$ cat config.mk
export PLATFORM = sky130hd
export DESIGN_NAME = fcd_host_bus_decode
export DESIGN_NICKNAME = d
export VERILOG_FILES = /design/src/hdl/fcd_pkg.sv /design/src/hdl/fcd_host_bus_decode.sv
export VERILOG_INCLUDE_DIRS = /design/src /design/src/hdl
export SDC_FILE = /design/constraint.sdc
export NUM_CORES = 1
export LEC_CHECK = 0
export BUFFER_PORTS_ARGS = -buffer_cell sky130_fd_sc_hd__buf_2
export CELL_PAD_IN_SITES_DETAIL_PLACEMENT = 0
export CELL_PAD_IN_SITES_GLOBAL_PLACEMENT = 1
export CORE_MARGIN = 2
export CORE_UTILIZATION = 47
export CTS_CLUSTER_DIAMETER = 100
export DETAILED_ROUTE_END_ITERATION = 16
export GPL_TIMING_DRIVEN = 0
export PLACE_DENSITY = 0.95
export REMOVE_ABC_BUFFERS = 1
export SLEW_MARGIN = 20
export SYNTH_ARGS = -nofsm -noshare
export SYNTH_HDL_FRONTEND = slang
export SYNTH_SLANG_ARGS = --single-unit
$ cat constraint.sdc
create_clock -name clk -period 10.3 [get_ports clk]
set_clock_uncertainty 0.2 [all_clocks]
set_input_delay 1.03 -clock clk [delete_from_list [all_inputs] [get_ports clk]]
set_output_delay 1.03 -clock clk [all_outputs]
set_load 0.1 [all_outputs]
$ cat src/hdl/fcd_cfg.svh
// fcd_cfg.svh: offsets, field positions, reset values and decode constants
// of the flash card host bus decode; definitions only, included by bare name.
//
// Overview of operation
// - wide port acknowledge low for responded io addresses
// - io byte read steers even/odd onto lower
// - io byte write captures lower lane by bit
// - io word: odd upper, even lower
// - io high-only access moves odd byte upper
// - memory byte access steers lower lane
// - memory word ignores address bit zero
// - memory high-only access moves odd byte upper
// - read strobe grounded at power-up selects direct mode
// - direct mode hides memory and configuration
// - reinsertion returns to normal card mode
// - direct mode decode, both selects invalid
// - index 1 decodes any 16-byte block
// - primary block 1F0-1F7 and 3F6-3F7
// - secondary block 170-177 and 376-377
// - drive number shares the same block
// - task file 0-7, control offsets 6,7
// - data register word, byte pairs even first
// - high-only at data offset hits error/features
// - config index picks mapping, clears on reset
`ifndef FCD_CFG_SVH
`define FCD_CFG_SVH

// configuration index values
`define FCD_CFG_MEM 6'h00
`define FCD_CFG_ANY 6'h01
`define FCD_CFG_PRI 6'h02
`define FCD_CFG_SEC 6'h03
`define FCD_CFG_RST 6'h00

// address bits 9..4 of the fixed blocks
`define FCD_PRI_TASK 6'h1F
`define FCD_SEC_TASK 6'h17
`define FCD_PRI_CTL 6'h3F
`define FCD_SEC_CTL 6'h37

// register offsets in the 16-register map
`define FCD_OFS_DATA 4'h0
`define FCD_OFS_ERR 4'h1
`define FCD_OFS_TF_LO 4'h2
`define FCD_OFS_TF_HI 4'h6
`define FCD_OFS_STAT 4'h7
`define FCD_OFS_DUP_EVEN 4'h8
`define FCD_OFS_DATA_ODD 4'h9
`define FCD_OFS_DUP_ERR 4'hD
`define FCD_OFS_ALT 4'hE
`define FCD_OFS_DRV 4'hF
`define FCD_IDE_ALT_ADDR 3'h6
`define FCD_MEM_WIN_BIT 10

`endif

$ cat src/hdl/fcd_pkg.sv
// fcd_pkg: types of the flash card host bus decode.
// assumes fcd_cfg.svh for all numeric constants.
package fcd_pkg;

    // host control pins, all active low
    typedef struct packed {
        logic attr_sel_n;
        logic high_lane_sel_n;
        logic low_lane_sel_n;
        logic io_read_strobe_n;
        logic io_write_strobe_n;
        logic mem_read_strobe_n;
        logic mem_write_strobe_n;
    } fcd_pins_type;

    typedef enum logic [1:0] {
        acc_none,
        acc_lo,
        acc_word,
        acc_hi
    } fcd_width_type;

    typedef struct packed {
        logic hit;
        logic [3:0] ofs;
        fcd_width_type width;
    } fcd_dec_type;

    typedef enum logic [1:0] {
        ph_idle,
        ph_decode,
        ph_busy
    } fcd_phase_type;

endpackage : fcd_pkg

$ cat src/hdl/fcd_host_bus_decode.sv
// fcd_host_bus_decode: host bus decode, lane steering and task file of the card.
// assumes host pins are synchronous to clk; the disk core supplies status,
// error and read words and consumes written words and commands.
`timescale 1ns/10ps
`default_nettype none
`include "fcd_cfg.svh"

module fcd_host_bus_decode (
    // clock and reset
    input wire logic clk,
    input wire logic resetn,
    // host bus pins
    input wire fcd_pkg::fcd_pins_type pins,
    input wire logic [10:0] addr,
    input wire logic [7:0] upper_data_lane_in,
    input wire logic [7:0] lower_data_lane_in,
    output logic [7:0] upper_data_lane,
    output logic [7:0] lower_data_lane,
    output logic upper_lane_oe,
    output logic lower_lane_oe,
    output logic wide_port_ack_n,
    // configuration
    input wire logic config_index_wr,
    input wire logic [5:0] config_index_wdata,
    input wire logic drive_number,
    input wire logic card_reinserted,
    output logic direct_disk_mode,
    // disk core side
    input wire logic [7:0] status_in,
    input wire logic [7:0] error_in,
    input wire logic [15:0] rd_word_in,
    output logic rd_word_pop,
    output logic wr_word_valid,
    output logic [15:0] wr_word,
    output logic command_valid,
    output logic [7:0] command_code,
    output logic [7:0] features_out,
    output logic [7:0] dev_ctl_out
);

    // ------------------------------------------------------------
    // decode
    // ------------------------------------------------------------
    function automatic fcd_pkg::fcd_dec_type decode_access(
        input logic direct,
        input logic [5:0] cfg,
        input fcd_pkg::fcd_pins_type p,
        input logic [10:0] a);
        fcd_pkg::fcd_dec_type d;
        logic io;
        logic mem;
        logic [5:0] tb;
        logic [5:0] cb;
        d = '0;
        io = !p.io_read_strobe_n || !p.io_write_strobe_n;
        mem = !p.mem_read_strobe_n || !p.mem_write_strobe_n;
        tb = (cfg == `FCD_CFG_PRI) ? `FCD_PRI_TASK : `FCD_SEC_TASK;
        cb = (cfg == `FCD_CFG_PRI) ? `FCD_PRI_CTL : `FCD_SEC_CTL;
        case ({p.high_lane_sel_n, p.low_lane_sel_n})
            2'b10: d.width = fcd_pkg::acc_lo;
            2'b00: d.width = fcd_pkg::acc_word;
            2'b01: d.width = fcd_pkg::acc_hi;
            default: d.width = fcd_pkg::acc_none;
        endcase
        if (direct) begin
            // only io to task file and control; no memory space at all
            if (io && d.width == fcd_pkg::acc_lo) begin
                d.hit = 1'b1;
                d.ofs = {1'b0, a[2:0]};
                if (a[2:0] == 3'h0) begin
                    d.width = fcd_pkg::acc_word;
                end
            end else if (io && d.width == fcd_pkg::acc_hi && a[2:0] == `FCD_IDE_ALT_ADDR) begin
                d.hit = 1'b1;
                d.ofs = `FCD_OFS_ALT;
                d.width = fcd_pkg::acc_lo;
            end
        end else if (io && !p.attr_sel_n) begin
            if (cfg == `FCD_CFG_ANY) begin
                d.hit = 1'b1;
                d.ofs = a[3:0];
            end else if (cfg == `FCD_CFG_PRI || cfg == `FCD_CFG_SEC) begin
                if (a[9:4] == tb && !a[3]) begin
                    d.hit = 1'b1;
                    d.ofs = {1'b0, a[2:0]};
                end else if (a[9:4] == cb && a[3:1] == 3'b011) begin
                    d.hit = 1'b1;
                    d.ofs = {3'b111, a[0]};
                end
            end
        end else if (mem && p.attr_sel_n && cfg == `FCD_CFG_MEM) begin
            d.hit = 1'b1;
            d.ofs = a[`FCD_MEM_WIN_BIT] ? {3'b100, a[0]} : a[3:0];
        end
        if (d.ofs[3:2] == 2'b10 && d.ofs[1]) begin
            d.hit = 1'b0;
        end
        if (d.ofs == 4'hC || d.width == fcd_pkg::acc_none) begin
            d.hit = 1'b0;
        end
        return d;
    endfunction : decode_access

    // duplicates fold onto their primary register
    function automatic logic [3:0] fold_ofs(input logic [3:0] o);
        case (o)
            `FCD_OFS_DUP_EVEN: fold_ofs = `FCD_OFS_DATA;
            `FCD_OFS_DUP_ERR: fold_ofs = `FCD_OFS_ERR;
            default: fold_ofs = o;
        endcase
    endfunction : fold_ofs

    // ------------------------------------------------------------
    // state
    // ------------------------------------------------------------
    fcd_pkg::fcd_phase_type phase_reg;
    fcd_pkg::fcd_pins_type lat_pins_reg;
    fcd_pkg::fcd_dec_type dec;
    logic [3:0] strb_s1_reg;
    logic [3:0] strb_s2_reg;
    logic [10:0] lat_addr_reg;
    logic [15:0] lat_data_reg;
    logic [5:0] cfg_reg;
    logic mode_taken_reg;
    logic odd_next_reg;
    logic [7:0] task_file_reg [8];
    logic is_read;
    logic lo_en;
    logic hi_en;
    logic [3:0] lo_idx;
    logic [3:0] hi_idx;
    logic act;

    // ------------------------------------------------------------
    // strobe synchroniser and access sequence
    // ------------------------------------------------------------
    always_ff @(posedge clk) begin
        if (!resetn) begin
            strb_s1_reg <= 4'h0;
            strb_s2_reg <= 4'h0;
        end else begin
            strb_s1_reg <= ~{pins.io_read_strobe_n, pins.io_write_strobe_n,
                             pins.mem_read_strobe_n, pins.mem_write_strobe_n};
            strb_s2_reg <= strb_s1_reg;
        end
    end

    always_ff @(posedge clk) begin
        if (!resetn) begin
            phase_reg <= fcd_pkg::ph_idle;
            lat_pins_reg <= '1;
            lat_addr_reg <= 11'h000;
            lat_data_reg <= 16'h0000;
        end else begin
            case (phase_reg)
                fcd_pkg::ph_idle: begin
                    if (|strb_s2_reg) begin
                        lat_pins_reg <= pins;
                        lat_addr_reg <= addr;
                        lat_data_reg <= {upper_data_lane_in, lower_data_lane_in};
                        phase_reg <= fcd_pkg::ph_decode;
                    end
                end
                fcd_pkg::ph_decode: phase_reg <= fcd_pkg::ph_busy;
                fcd_pkg::ph_busy: begin
                    if (~|strb_s2_reg) begin
                        phase_reg <= fcd_pkg::ph_idle;
                    end
                end
                default: phase_reg <= fcd_pkg::ph_idle;
            endcase
        end
    end

    // ------------------------------------------------------------
    // mode and configuration
    // ------------------------------------------------------------
    always_ff @(posedge clk) begin
        if (!resetn) begin
            mode_taken_reg <= 1'b0;
            direct_disk_mode <= 1'b0;
        end else if (card_reinserted) begin
            direct_disk_mode <= 1'b0;
        end else if (!mode_taken_reg) begin
            mode_taken_reg <= 1'b1;
            direct_disk_mode <= !pins.mem_read_strobe_n;
        end
    end

    always_ff @(posedge clk) begin
        if (!resetn) begin
            cfg_reg <= `FCD_CFG_RST;
        end else if (config_index_wr && !direct_disk_mode) begin
            cfg_reg <= config_index_wdata;
        end
    end

    // ------------------------------------------------------------
    // lane mapping of the latched access
    // ------------------------------------------------------------
    always_comb begin
        dec = decode_access(direct_disk_mode, cfg_reg, lat_pins_reg, lat_addr_reg);
        is_read = !lat_pins_reg.io_read_strobe_n || !lat_pins_reg.mem_read_strobe_n;
        act = phase_reg == fcd_pkg::ph_decode && dec.hit;
        lo_en = 1'b0;
        hi_en = 1'b0;
        lo_idx = `FCD_OFS_DATA;
        hi_idx = `FCD_OFS_DATA_ODD;
        case (dec.width)
            fcd_pkg::acc_lo: begin
                lo_en = 1'b1;
                lo_idx = fold_ofs(dec.ofs);
                if (lo_idx == `FCD_OFS_DATA && odd_next_reg) begin
                    lo_idx = `FCD_OFS_DATA_ODD;
                end
            end
            fcd_pkg::acc_word: begin
                lo_en = 1'b1;
                hi_en = 1'b1;
                if (dec.ofs[2:1] != 2'b00) begin
                    lo_idx = {dec.ofs[3:1], 1'b0};
                    hi_idx = {dec.ofs[3:1], 1'b1};
                end
            end
            fcd_pkg::acc_hi: begin
                hi_en = 1'b1;
                hi_idx = fold_ofs({dec.ofs[3:1], 1'b1});
            end
            default: begin
                lo_en = 1'b0;
            end
        endcase
    end

    function automatic logic [7:0] read_byte(input logic [3:0] i);
        case (i)
            `FCD_OFS_DATA: read_byte = rd_word_in[7:0];
            `FCD_OFS_DATA_ODD: read_byte = rd_word_in[15:8];
            `FCD_OFS_ERR: read_byte = error_in;
            `FCD_OFS_STAT, `FCD_OFS_ALT: read_byte = status_in;
            `FCD_OFS_DRV: read_byte = {2'b01, ~task_file_reg[6][3:0], drive_number, ~drive_number};
            default: read_byte = (i >= `FCD_OFS_TF_LO && i <= `FCD_OFS_TF_HI) ? task_file_reg[i[2:0]] : 8'h00;
        endcase
    endfunction : read_byte

    // ------------------------------------------------------------
    // read lanes
    // ------------------------------------------------------------
    always_ff @(posedge clk) begin
        if (!resetn) begin
            upper_data_lane <= 8'h00;
            lower_data_lane <= 8'h00;
            upper_lane_oe <= 1'b0;
            lower_lane_oe <= 1'b0;
        end else if (act && is_read) begin
            lower_data_lane <= read_byte(lo_idx);
            upper_data_lane <= read_byte(hi_idx);
            lower_lane_oe <= lo_en;
            upper_lane_oe <= hi_en;
        end else if (phase_reg != fcd_pkg::ph_decode && ~|strb_s2_reg) begin
            upper_lane_oe <= 1'b0;
            lower_lane_oe <= 1'b0;
        end
    end

    // ------------------------------------------------------------
    // wide port acknowledge from the live address
    // ------------------------------------------------------------
    // the acknowledge asks whether the live pins would hit as an io read
    function automatic fcd_pkg::fcd_pins_type io_probe(input fcd_pkg::fcd_pins_type p);
        fcd_pkg::fcd_pins_type q;
        q = p;
        q.io_read_strobe_n = 1'b0;
        q.mem_read_strobe_n = 1'b1;
        q.mem_write_strobe_n = 1'b1;
        return q;
    endfunction : io_probe
    fcd_pkg::fcd_dec_type ack_dec;
    always_comb begin
        ack_dec = decode_access(direct_disk_mode, cfg_reg, io_probe(pins), addr);
    end
    always_ff @(posedge clk) begin
        if (!resetn) begin
            wide_port_ack_n <= 1'b1;
        end else begin
            wide_port_ack_n <= !ack_dec.hit;
        end
    end

    // ------------------------------------------------------------
    // data register
    // ------------------------------------------------------------
    always_ff @(posedge clk) begin
        if (!resetn) begin
            odd_next_reg <= 1'b0;
            rd_word_pop <= 1'b0;
            wr_word_valid <= 1'b0;
            wr_word <= 16'h0000;
        end else begin
            rd_word_pop <= act && is_read &&
                ((lo_en && lo_idx == `FCD_OFS_DATA_ODD) || (hi_en && hi_idx == `FCD_OFS_DATA_ODD));
            wr_word_valid <= act && !is_read &&
                ((lo_en && lo_idx == `FCD_OFS_DATA_ODD) || (hi_en && hi_idx == `FCD_OFS_DATA_ODD));
            if (act && !is_read && lo_en && lo_idx == `FCD_OFS_DATA) begin
                wr_word[7:0] <= lat_data_reg[7:0];
            end
            if (act && !is_read && lo_en && lo_idx == `FCD_OFS_DATA_ODD) begin
                wr_word[15:8] <= lat_data_reg[7:0];
            end
            if (act && !is_read && hi_en && hi_idx == `FCD_OFS_DATA_ODD) begin
                wr_word[15:8] <= lat_data_reg[15:8];
            end
            if (act && dec.width == fcd_pkg::acc_lo && fold_ofs(dec.ofs) == `FCD_OFS_DATA) begin
                odd_next_reg <= !odd_next_reg;
            end else if (act && (hi_en || lo_idx == `FCD_OFS_DATA_ODD)) begin
                odd_next_reg <= 1'b0;
            end
        end
    end

    // ------------------------------------------------------------
    // task file, features, command and device control
    // ------------------------------------------------------------
    always_ff @(posedge clk) begin
        if (!resetn) begin
            for (int i = 0; i < 8; i++) begin
                task_file_reg[i] <= 8'h00;
            end
            features_out <= 8'h00;
            command_code <= 8'h00;
            dev_ctl_out <= 8'h00;
            command_valid <= 1'b0;
        end else begin
            command_valid <= act && !is_read &&
                ((lo_en && lo_idx == `FCD_OFS_STAT) || (hi_en && hi_idx == `FCD_OFS_STAT));
            if (act && !is_read) begin
                for (int l = 0; l < 2; l++) begin
                    logic [3:0] ix;
                    logic [7:0] v;
                    ix = (l == 0) ? lo_idx : hi_idx;
                    v = (l == 0) ? lat_data_reg[7:0] : lat_data_reg[15:8];
                    if ((l == 0) ? lo_en : hi_en) begin
                        if (ix >= `FCD_OFS_TF_LO && ix <= `FCD_OFS_TF_HI) begin
                            task_file_reg[ix[2:0]] <= v;
                        end
                        if (ix == `FCD_OFS_ERR) begin
                            features_out <= v;
                        end
                        if (ix == `FCD_OFS_STAT) begin
                            command_code <= v;
                        end
                        if (ix == `FCD_OFS_ALT) begin
                            dev_ctl_out <= v;
                        end
                    end
                end
            end
        end
    end
endmodule : fcd_host_bus_decode
`default_nettype wire

Word-level counts from Yosys, hierarchy flattened
Memory sizes are Yosys's and may differ from the RTL's.
Cells that the tools add are included.
{"block": "word_totals", "ff_bits": 115, "ram_bits": 64, "input_bits": 77, "output_inout_bits": 63, "word_cells": 250, "n_memories": 1}
{"name": "task_file_reg", "depth": 8, "word_bits": 8, "rd": 3, "rd_ports_with_merged_regs": 0, "wr": 8, "line": "fcd_host_bus_decode.sv:126", "rtl": "logic [7:0] task_file_reg [8];"}
{"block": "classes", "n_lt_le_gt_ge": 4, "n_eq_ne": 44, "mux": 84, "n_bitwise": 4, "n_reduce_logical": 84}
{"cell": "$mux W8", "count": 18}
{"cell": "$pmux W8 S5", "count": 2}
{"cell": "$mux W5", "count": 13}
{"cell": "$eq A4 B4 Y1 const B", "count": 10}
{"cell": "$logic_and A1 B1 Y1", "count": 36}
{"cell": "$mux W4", "count": 9}
{"cell": "$mux W7", "count": 4}
{"cell": "$mux W1", "count": 24}
{"cell": "$pmux W4 S2", "count": 3}
{"cell": "$eq A2 B2 Y1 const B", "count": 9}
{"cell": "$eq A6 B6 Y1", "count": 3}
{"cell": "$pmux W2 S3", "count": 3}
{"cell": "$logic_not A4 Y1", "count": 4}
{"cell": "$reduce_or A8 Y1", "count": 2}
{"cell": "$logic_not A1 Y1", "count": 13}
{"cell": "$eq A2 B1 Y1 const B", "count": 6}
{"cell": "$eq A6 B2 Y1 const B", "count": 2}
{"cell": "$mux W2", "count": 6}
{"cell": "$logic_not A2 Y1", "count": 5}
{"cell": "$reduce_or A2 Y1", "count": 5}
{"cell": "$eq A3 B3 Y1 const B", "count": 3}
{"cell": "$logic_or A1 B1 Y1", "count": 9}
{"cell": "$eq A4 B1 Y1 const B", "count": 2}
{"cell": "$eq A4 B3 Y1 const B", "count": 2}
{"cell": "15 further kinds", "count": 27}

Depth between registers and ports, before layout
{"block": "logic_depth", "ltp_word": 26, "depth_mapped": 20, "ltp_nobuf": 18}

Least setup slack after synthesis
OpenSTA, ideal clock, no wires.
{"block": "synth_path", "kind": "register to register", "startpoint": "reg direct_disk_mode", "endpoint": "mem task_file_reg[5][0] (enable)", "setup_time_ps": 337, "t_arrival_ps": 4007, "required_time_ps": 9763, "path_slack_ps": 5756, "path_stages_with_launch": 14, "n_path_buf": 3, "period_less_slack_ps": 4544, "cell_sequence": "dfxtp_1 > clkbuf_1 > buf_1 > nand3_1 > o21ai_0 > and2_1 > ha_1 > inv_1 > nor3_1 > a211oi_2 > o21ai_2 > or4_1 > buf_2 > nand3_1"}
{"element": "start: declaration", "line": "fcd_host_bus_decode.sv:27", "rtl": "output logic direct_disk_mode,"}
{"element": "start signal: assignment", "line": "fcd_host_bus_decode.sv:186", "rtl": "direct_disk_mode <= !pins.mem_read_strobe_n;"}
{"element": "end: declaration", "line": "fcd_host_bus_decode.sv:126"}

Worst setup path after layout
{"block": "layout_path", "startpoint": "reg cfg_reg[2]", "endpoint": "reg features_out[5]"}
{"block": "layout_between", "elab_chain_len": 22, "elab_cells_between_ends": 47, "classes_between": "eq/ne (12); mux (23); reduce/logical (12)"}
{"element": "start: declaration", "line": "fcd_host_bus_decode.sv:123", "rtl": "logic [5:0] cfg_reg;"}
{"element": "start signal: assignment", "line": "fcd_host_bus_decode.sv:192", "rtl": "cfg_reg <= `FCD_CFG_RST;"}
{"element": "start signal: assignment", "line": "fcd_host_bus_decode.sv:194", "rtl": "cfg_reg <= config_index_wdata;"}
{"element": "$eq A6 B2 Y1 (no line)"}
{"element": "$mux W4 (no line)"}
{"element": "$eq A6 B6 Y1", "line": "fcd_host_bus_decode.sv:86", "rtl": "end else if (a[9:4] == cb && a[3:1] == 3'b011) begin"}
{"element": "$logic_and A1 B1 Y1", "line": "fcd_host_bus_decode.sv:86"}
{"element": "$mux W5", "line": "fcd_host_bus_decode.sv:86"}
{"element": "$mux W5", "line": "fcd_host_bus_decode.sv:83", "rtl": "if (a[9:4] == tb && !a[3]) begin"}
{"element": "$mux W5", "line": "fcd_host_bus_decode.sv:82", "rtl": "end else if (cfg == `FCD_CFG_PRI || cfg == `FCD_CFG_SEC) begin"}
{"element": "$mux W5", "line": "fcd_host_bus_decode.sv:79", "rtl": "if (cfg == `FCD_CFG_ANY) begin"}
{"element": "[... 6 more ...]"}
{"element": "$logic_and A1 B1 Y1", "line": "fcd_host_bus_decode.sv:213", "rtl": "if (lo_idx == `FCD_OFS_DATA && odd_next_reg) begin"}
{"element": "$mux W4", "line": "fcd_host_bus_decode.sv:213"}
{"element": "$pmux W4 S2", "line": "fcd_host_bus_decode.sv:209", "rtl": "case (dec.width)"}
{"element": "$eq A4 B1 Y1"}
{"element": "$mux W8", "line": "fcd_host_bus_decode.sv:346", "rtl": "if (ix == `FCD_OFS_ERR) begin"}
{"element": "$mux W8", "line": "fcd_host_bus_decode.sv:342", "rtl": "if ((l == 0) ? lo_en : hi_en) begin"}
{"element": "$mux W8", "line": "fcd_host_bus_decode.sv:346"}
{"element": "$mux W8", "line": "fcd_host_bus_decode.sv:342"}
{"element": "end signal: assignment", "line": "fcd_host_bus_decode.sv:347", "rtl": "features_out <= v;"}
{"element": "end: declaration", "line": "fcd_host_bus_decode.sv:37", "rtl": "output logic [7:0] features_out,"}
Mark *: on every way between the ends. The rest lies on a longest branch, timed or not. The select of a mux whose other input is x is not followed.
A chain may end at the register's enable or synchronous reset.

==> impl_metrics.json <==
{
  "avgRoutedWirePerCell_um": 19.6,
  "finalPower_mw": 1.53,
  "syn_to_final_growth_pct": 15.4,
  "rsz0062_at_grt": "false",
  "final_layout_size_suffix_gt1_frac": 0.209,
  "cells_along_the_critical_path": "or4_1, a2111oi_4, nand3b_1, and3_1, nor2_1, o21ai_0, a21oi_2, inv_1, ha_1, inv_1, a21oi_1, nor4_2, a22oi_1, o2bb2ai_1",
  "synth_top_cells_by_area": "sky130_fd_sc_hd__dfxtp_1 (27%), sky130_fd_sc_hd__edfxtp_1 (19%), sky130_fd_sc_hd__nand2_1 (6.9%)",
  "final-max-slew-violation-count": 0,
  "grt.overflow.total": 0,
  "first_global_vias": 7187,
  "htree_depth": 4,
  "tritoncts.num_buffers": 17,
  "final_cell_area_um2": 10000,
  "tightestPinTransition_ns": 1.17,
  "avgViaCountPerCell": 6.16,
  "min_period_over_period": 0.532,
  "min_period_ns": 5.48,
  "worst_ep_arrival_time_ns": 5.64,
  "mostFrequentLayoutCell": "sky130_fd_sc_hd__nand2_1",
  "ant_nets": 0,
  "postSynthRegisterBits": 171,
  "timing_worst_setup_path_type": "reg2reg",
  "hold_buffers": 0,
  "tritoncts_clock_tree": "yes",
  "vdd_ir_max_mv": 0.119,
  "total_leakage_power_nw": 3.98,
  "die_outline_area_um2": 19500,
  "gr-usage-all-layers": 0.256,
  "cts.repair.resized": 0,
  "clock-sinks": 171,
  "yosysSeqAreaShare": 0.460,
  "synthFlopType": "sky130_fd_sc_hd__dfxtp_1",
  "worstPathRequired_ns": 10.46,
  "startpoint_kind_of_the_worst_setup_timing_path": "flop",
  "floorplan.initialDensity": 0.481,
  "synth.avg_cell_area_um2": 9.26,
  "netlist.top_cell.by_area": "sky130_fd_sc_hd__dfxtp_1",
  "instances_no_fill": 1277,
  "ys_types": 81,
  "clock_path_buffers": 2,
  "antenna_violations_before_repair": 0,
  "insertedDiodeCount": 0,
  "p_per_area_nw_per_um2": 153,
  "grt_max_degree": 70,
  "die_span_in_y_um": 140,
  "largest_register_ff_count": 56,
  "gp_routability_congestion": 0.942,
  "core_area_um2": 18000,
  "grt_pass1_wl_mm": 39.6,
  "clock_input_transition_at_the_sequential_cells_of_the_worst_setup_and_hold_paths_ns": 0.07,
  "critPathMaxStageDelay_ns": 0.87,
  "clock_insertion_delay_worst_skew_ns": 0.43,
  "pin_count": 140,
  "layout.nets": 1124,
  "place.detailed.hpwl_mm": 17.7,
  "route.vias.total": 7870,
  "holdCritPathClass": "reg2reg",
  "synth_enable_flop_cells": 56,
  "timing.max_slew.rel_slack": 0.222,
  "number_of_iterations_in_the_first_detailed_routing_pass": 5,
  "drv.max_cap_violation_count": 0,
  "postRouteWirelength_mm": 25.0,
  "synth-async-reset-ratio": 0,
  "clock-root-buffer": "sky130_fd_sc_hd__clkbuf_16",
  "io_buffers": 139,
  "ys_warn_count": 0,
  "postCtsSetupRepairBufs": 0,
  "floorplan.die.width_um": 140,
  "final-setup-viol-count": 0,
  "ff2ff_setup_slack_ns": 4.82,
  "drcViolationCount": 0,
  "run_status": "complete, no violations",
  "crit_top_cell": "sky130_fd_sc_hd__inv_1",
  "timing.critical_path.to_type": "flop",
  "syn-cell-area_um2": 8670,
  "hold_violations": 0,
  "final_cell_mix": "sky130_fd_sc_hd__nand2_1 (160), sky130_fd_sc_hd__buf_2 (139), sky130_fd_sc_hd__dfxtp_1 (115), sky130_fd_sc_hd__a21oi_1 (58), sky130_fd_sc_hd__nor2_1 (58)",
  "drt_first_iter_violations": 903,
  "dpl-instance-area_um2": 9440,
  "row_count": 49,
  "yosys.area.top_type_share": 0.266,
  "finalSetupTns_ns": 0,
  "syn_inst": 936,
  "placed_cells": 1245,
  "critical_path.slowest_cell": "sky130_fd_sc_hd__nor4_2",
  "cp_max_fo": 16,
  "timing.fmax_ghz": 0.183
}
==> synthesized netlist by cell type (all sizes together), types with 6 or more instances <==
| master | instances |
|---|---|
| a211oi | 11 |
| a21oi | 62 |
| a221oi | 10 |
| a22oi | 25 |
| a31oi | 18 |
| a32oi | 7 |
| and2 | 33 |
| and3 | 23 |
| buf | 15 |
| clkbuf | 47 |
| dfxtp | 115 |
| edfxtp | 56 |
| ha | 12 |
| inv | 20 |
| mux2 | 8 |
| mux2i | 26 |
| mux4 | 8 |
| nand2 | 162 |
| nand2b | 9 |
| nand3 | 29 |
| nor2 | 60 |
| nor3 | 11 |
| nor4 | 7 |
| o211ai | 7 |
| o21ai | 44 |
| o22ai | 6 |
| o2bb2ai | 29 |
| or3 | 8 |
==> critical path: cells and delay by family (launching register included) <==
| kind | cells | cell delay, ns |
|---|---|---|
| AOI/OAI and AO/OA | 6 | 1.80 |
| DFF | 1 | 0.31 |
| adders and majority gates | 1 | 0.45 |
| buffers and inverters | 2 | 0.43 |
| and+or+nand+nor | 5 | 2.19 |
==> power by group <==
part | internal [mW] | switching (mW) | total [mW]
Combinational | 0.0587 | 0.114 | 0.173
Sequential | 0.719 | 0.0347 | 0.753
Clock | 0.319 | 0.288 | 0.607
==> layer usage <==
| metal | global-route usage | vias to the layer above | share of wire | routed length (um) |
|---|---|---|---|---|
| li1 | - | 3668 | - | - |
| met3 | 0.0582 | 53 | 0.10 | 2550 |
| met5 | 0 | - | 0 | 0 |
| met4 | 0.0695 | 0 | 0.021 | 523 |
| met1 | 0.380 | 3736 | 0.45 | 11200 |
| met2 | 0.375 | 413 | 0.43 | 10700 |
==> kinds of logic after synthesis <==
logic type	after synthesis	synth area share
simple gates	365	0.204
compound gates	262	0.218
flops	171	0.460
buf+inv	82	0.0377
mux	42	0.0612
fa+ha+maj	12	0.0173
xor+xnor	2	0.00202
==> through the flow <==
step / hold slack [ns] / setup slack (ns) / util
2_1_floorplan: 0.212 / 5.32 / -
3_3_place_gp: 0.214 / 4.24 / 0.521
3_5_place_dp: 0.222 / 4.96 / 0.524
4_1_cts: 0.237 / 4.94 / 0.555
5_1_grt: 0.258 / 4.56 / 0.555
6_report: 0.234 / 4.82 / 0.555
==> area by class of cell <==
class / count / area (um^2)
clock inverter: 14 / 131
sequential: 171 / 3980
inverter: 20 / 77.6
multi-input combinational: 683 / 4370
clock buffer: 18 / 429
tap: 229 / 287
timing repair buffer: 142 / 722
fill: 1643 / 8020
==> path summary, 6_finish.rpt <==
path	startpoint	cells past startpoint	endpoint
setup / recovery	cfg_reg[2]$_SDFFE_PN0P_	14	features_out[5]$_SDFFE_PN0P_
setup reg to reg	cfg_reg[2]$_SDFFE_PN0P_	14	features_out[5]$_SDFFE_PN0P_
hold reg to reg	strb_s1_reg[1]$_SDFF_PN0_	1	strb_s2_reg[1]$_SDFF_PN0_
hold / removal	strb_s1_reg[1]$_SDFF_PN0_	1	strb_s2_reg[1]$_SDFF_PN0_
No activity file was read; power rests on OpenSTA's default activity.
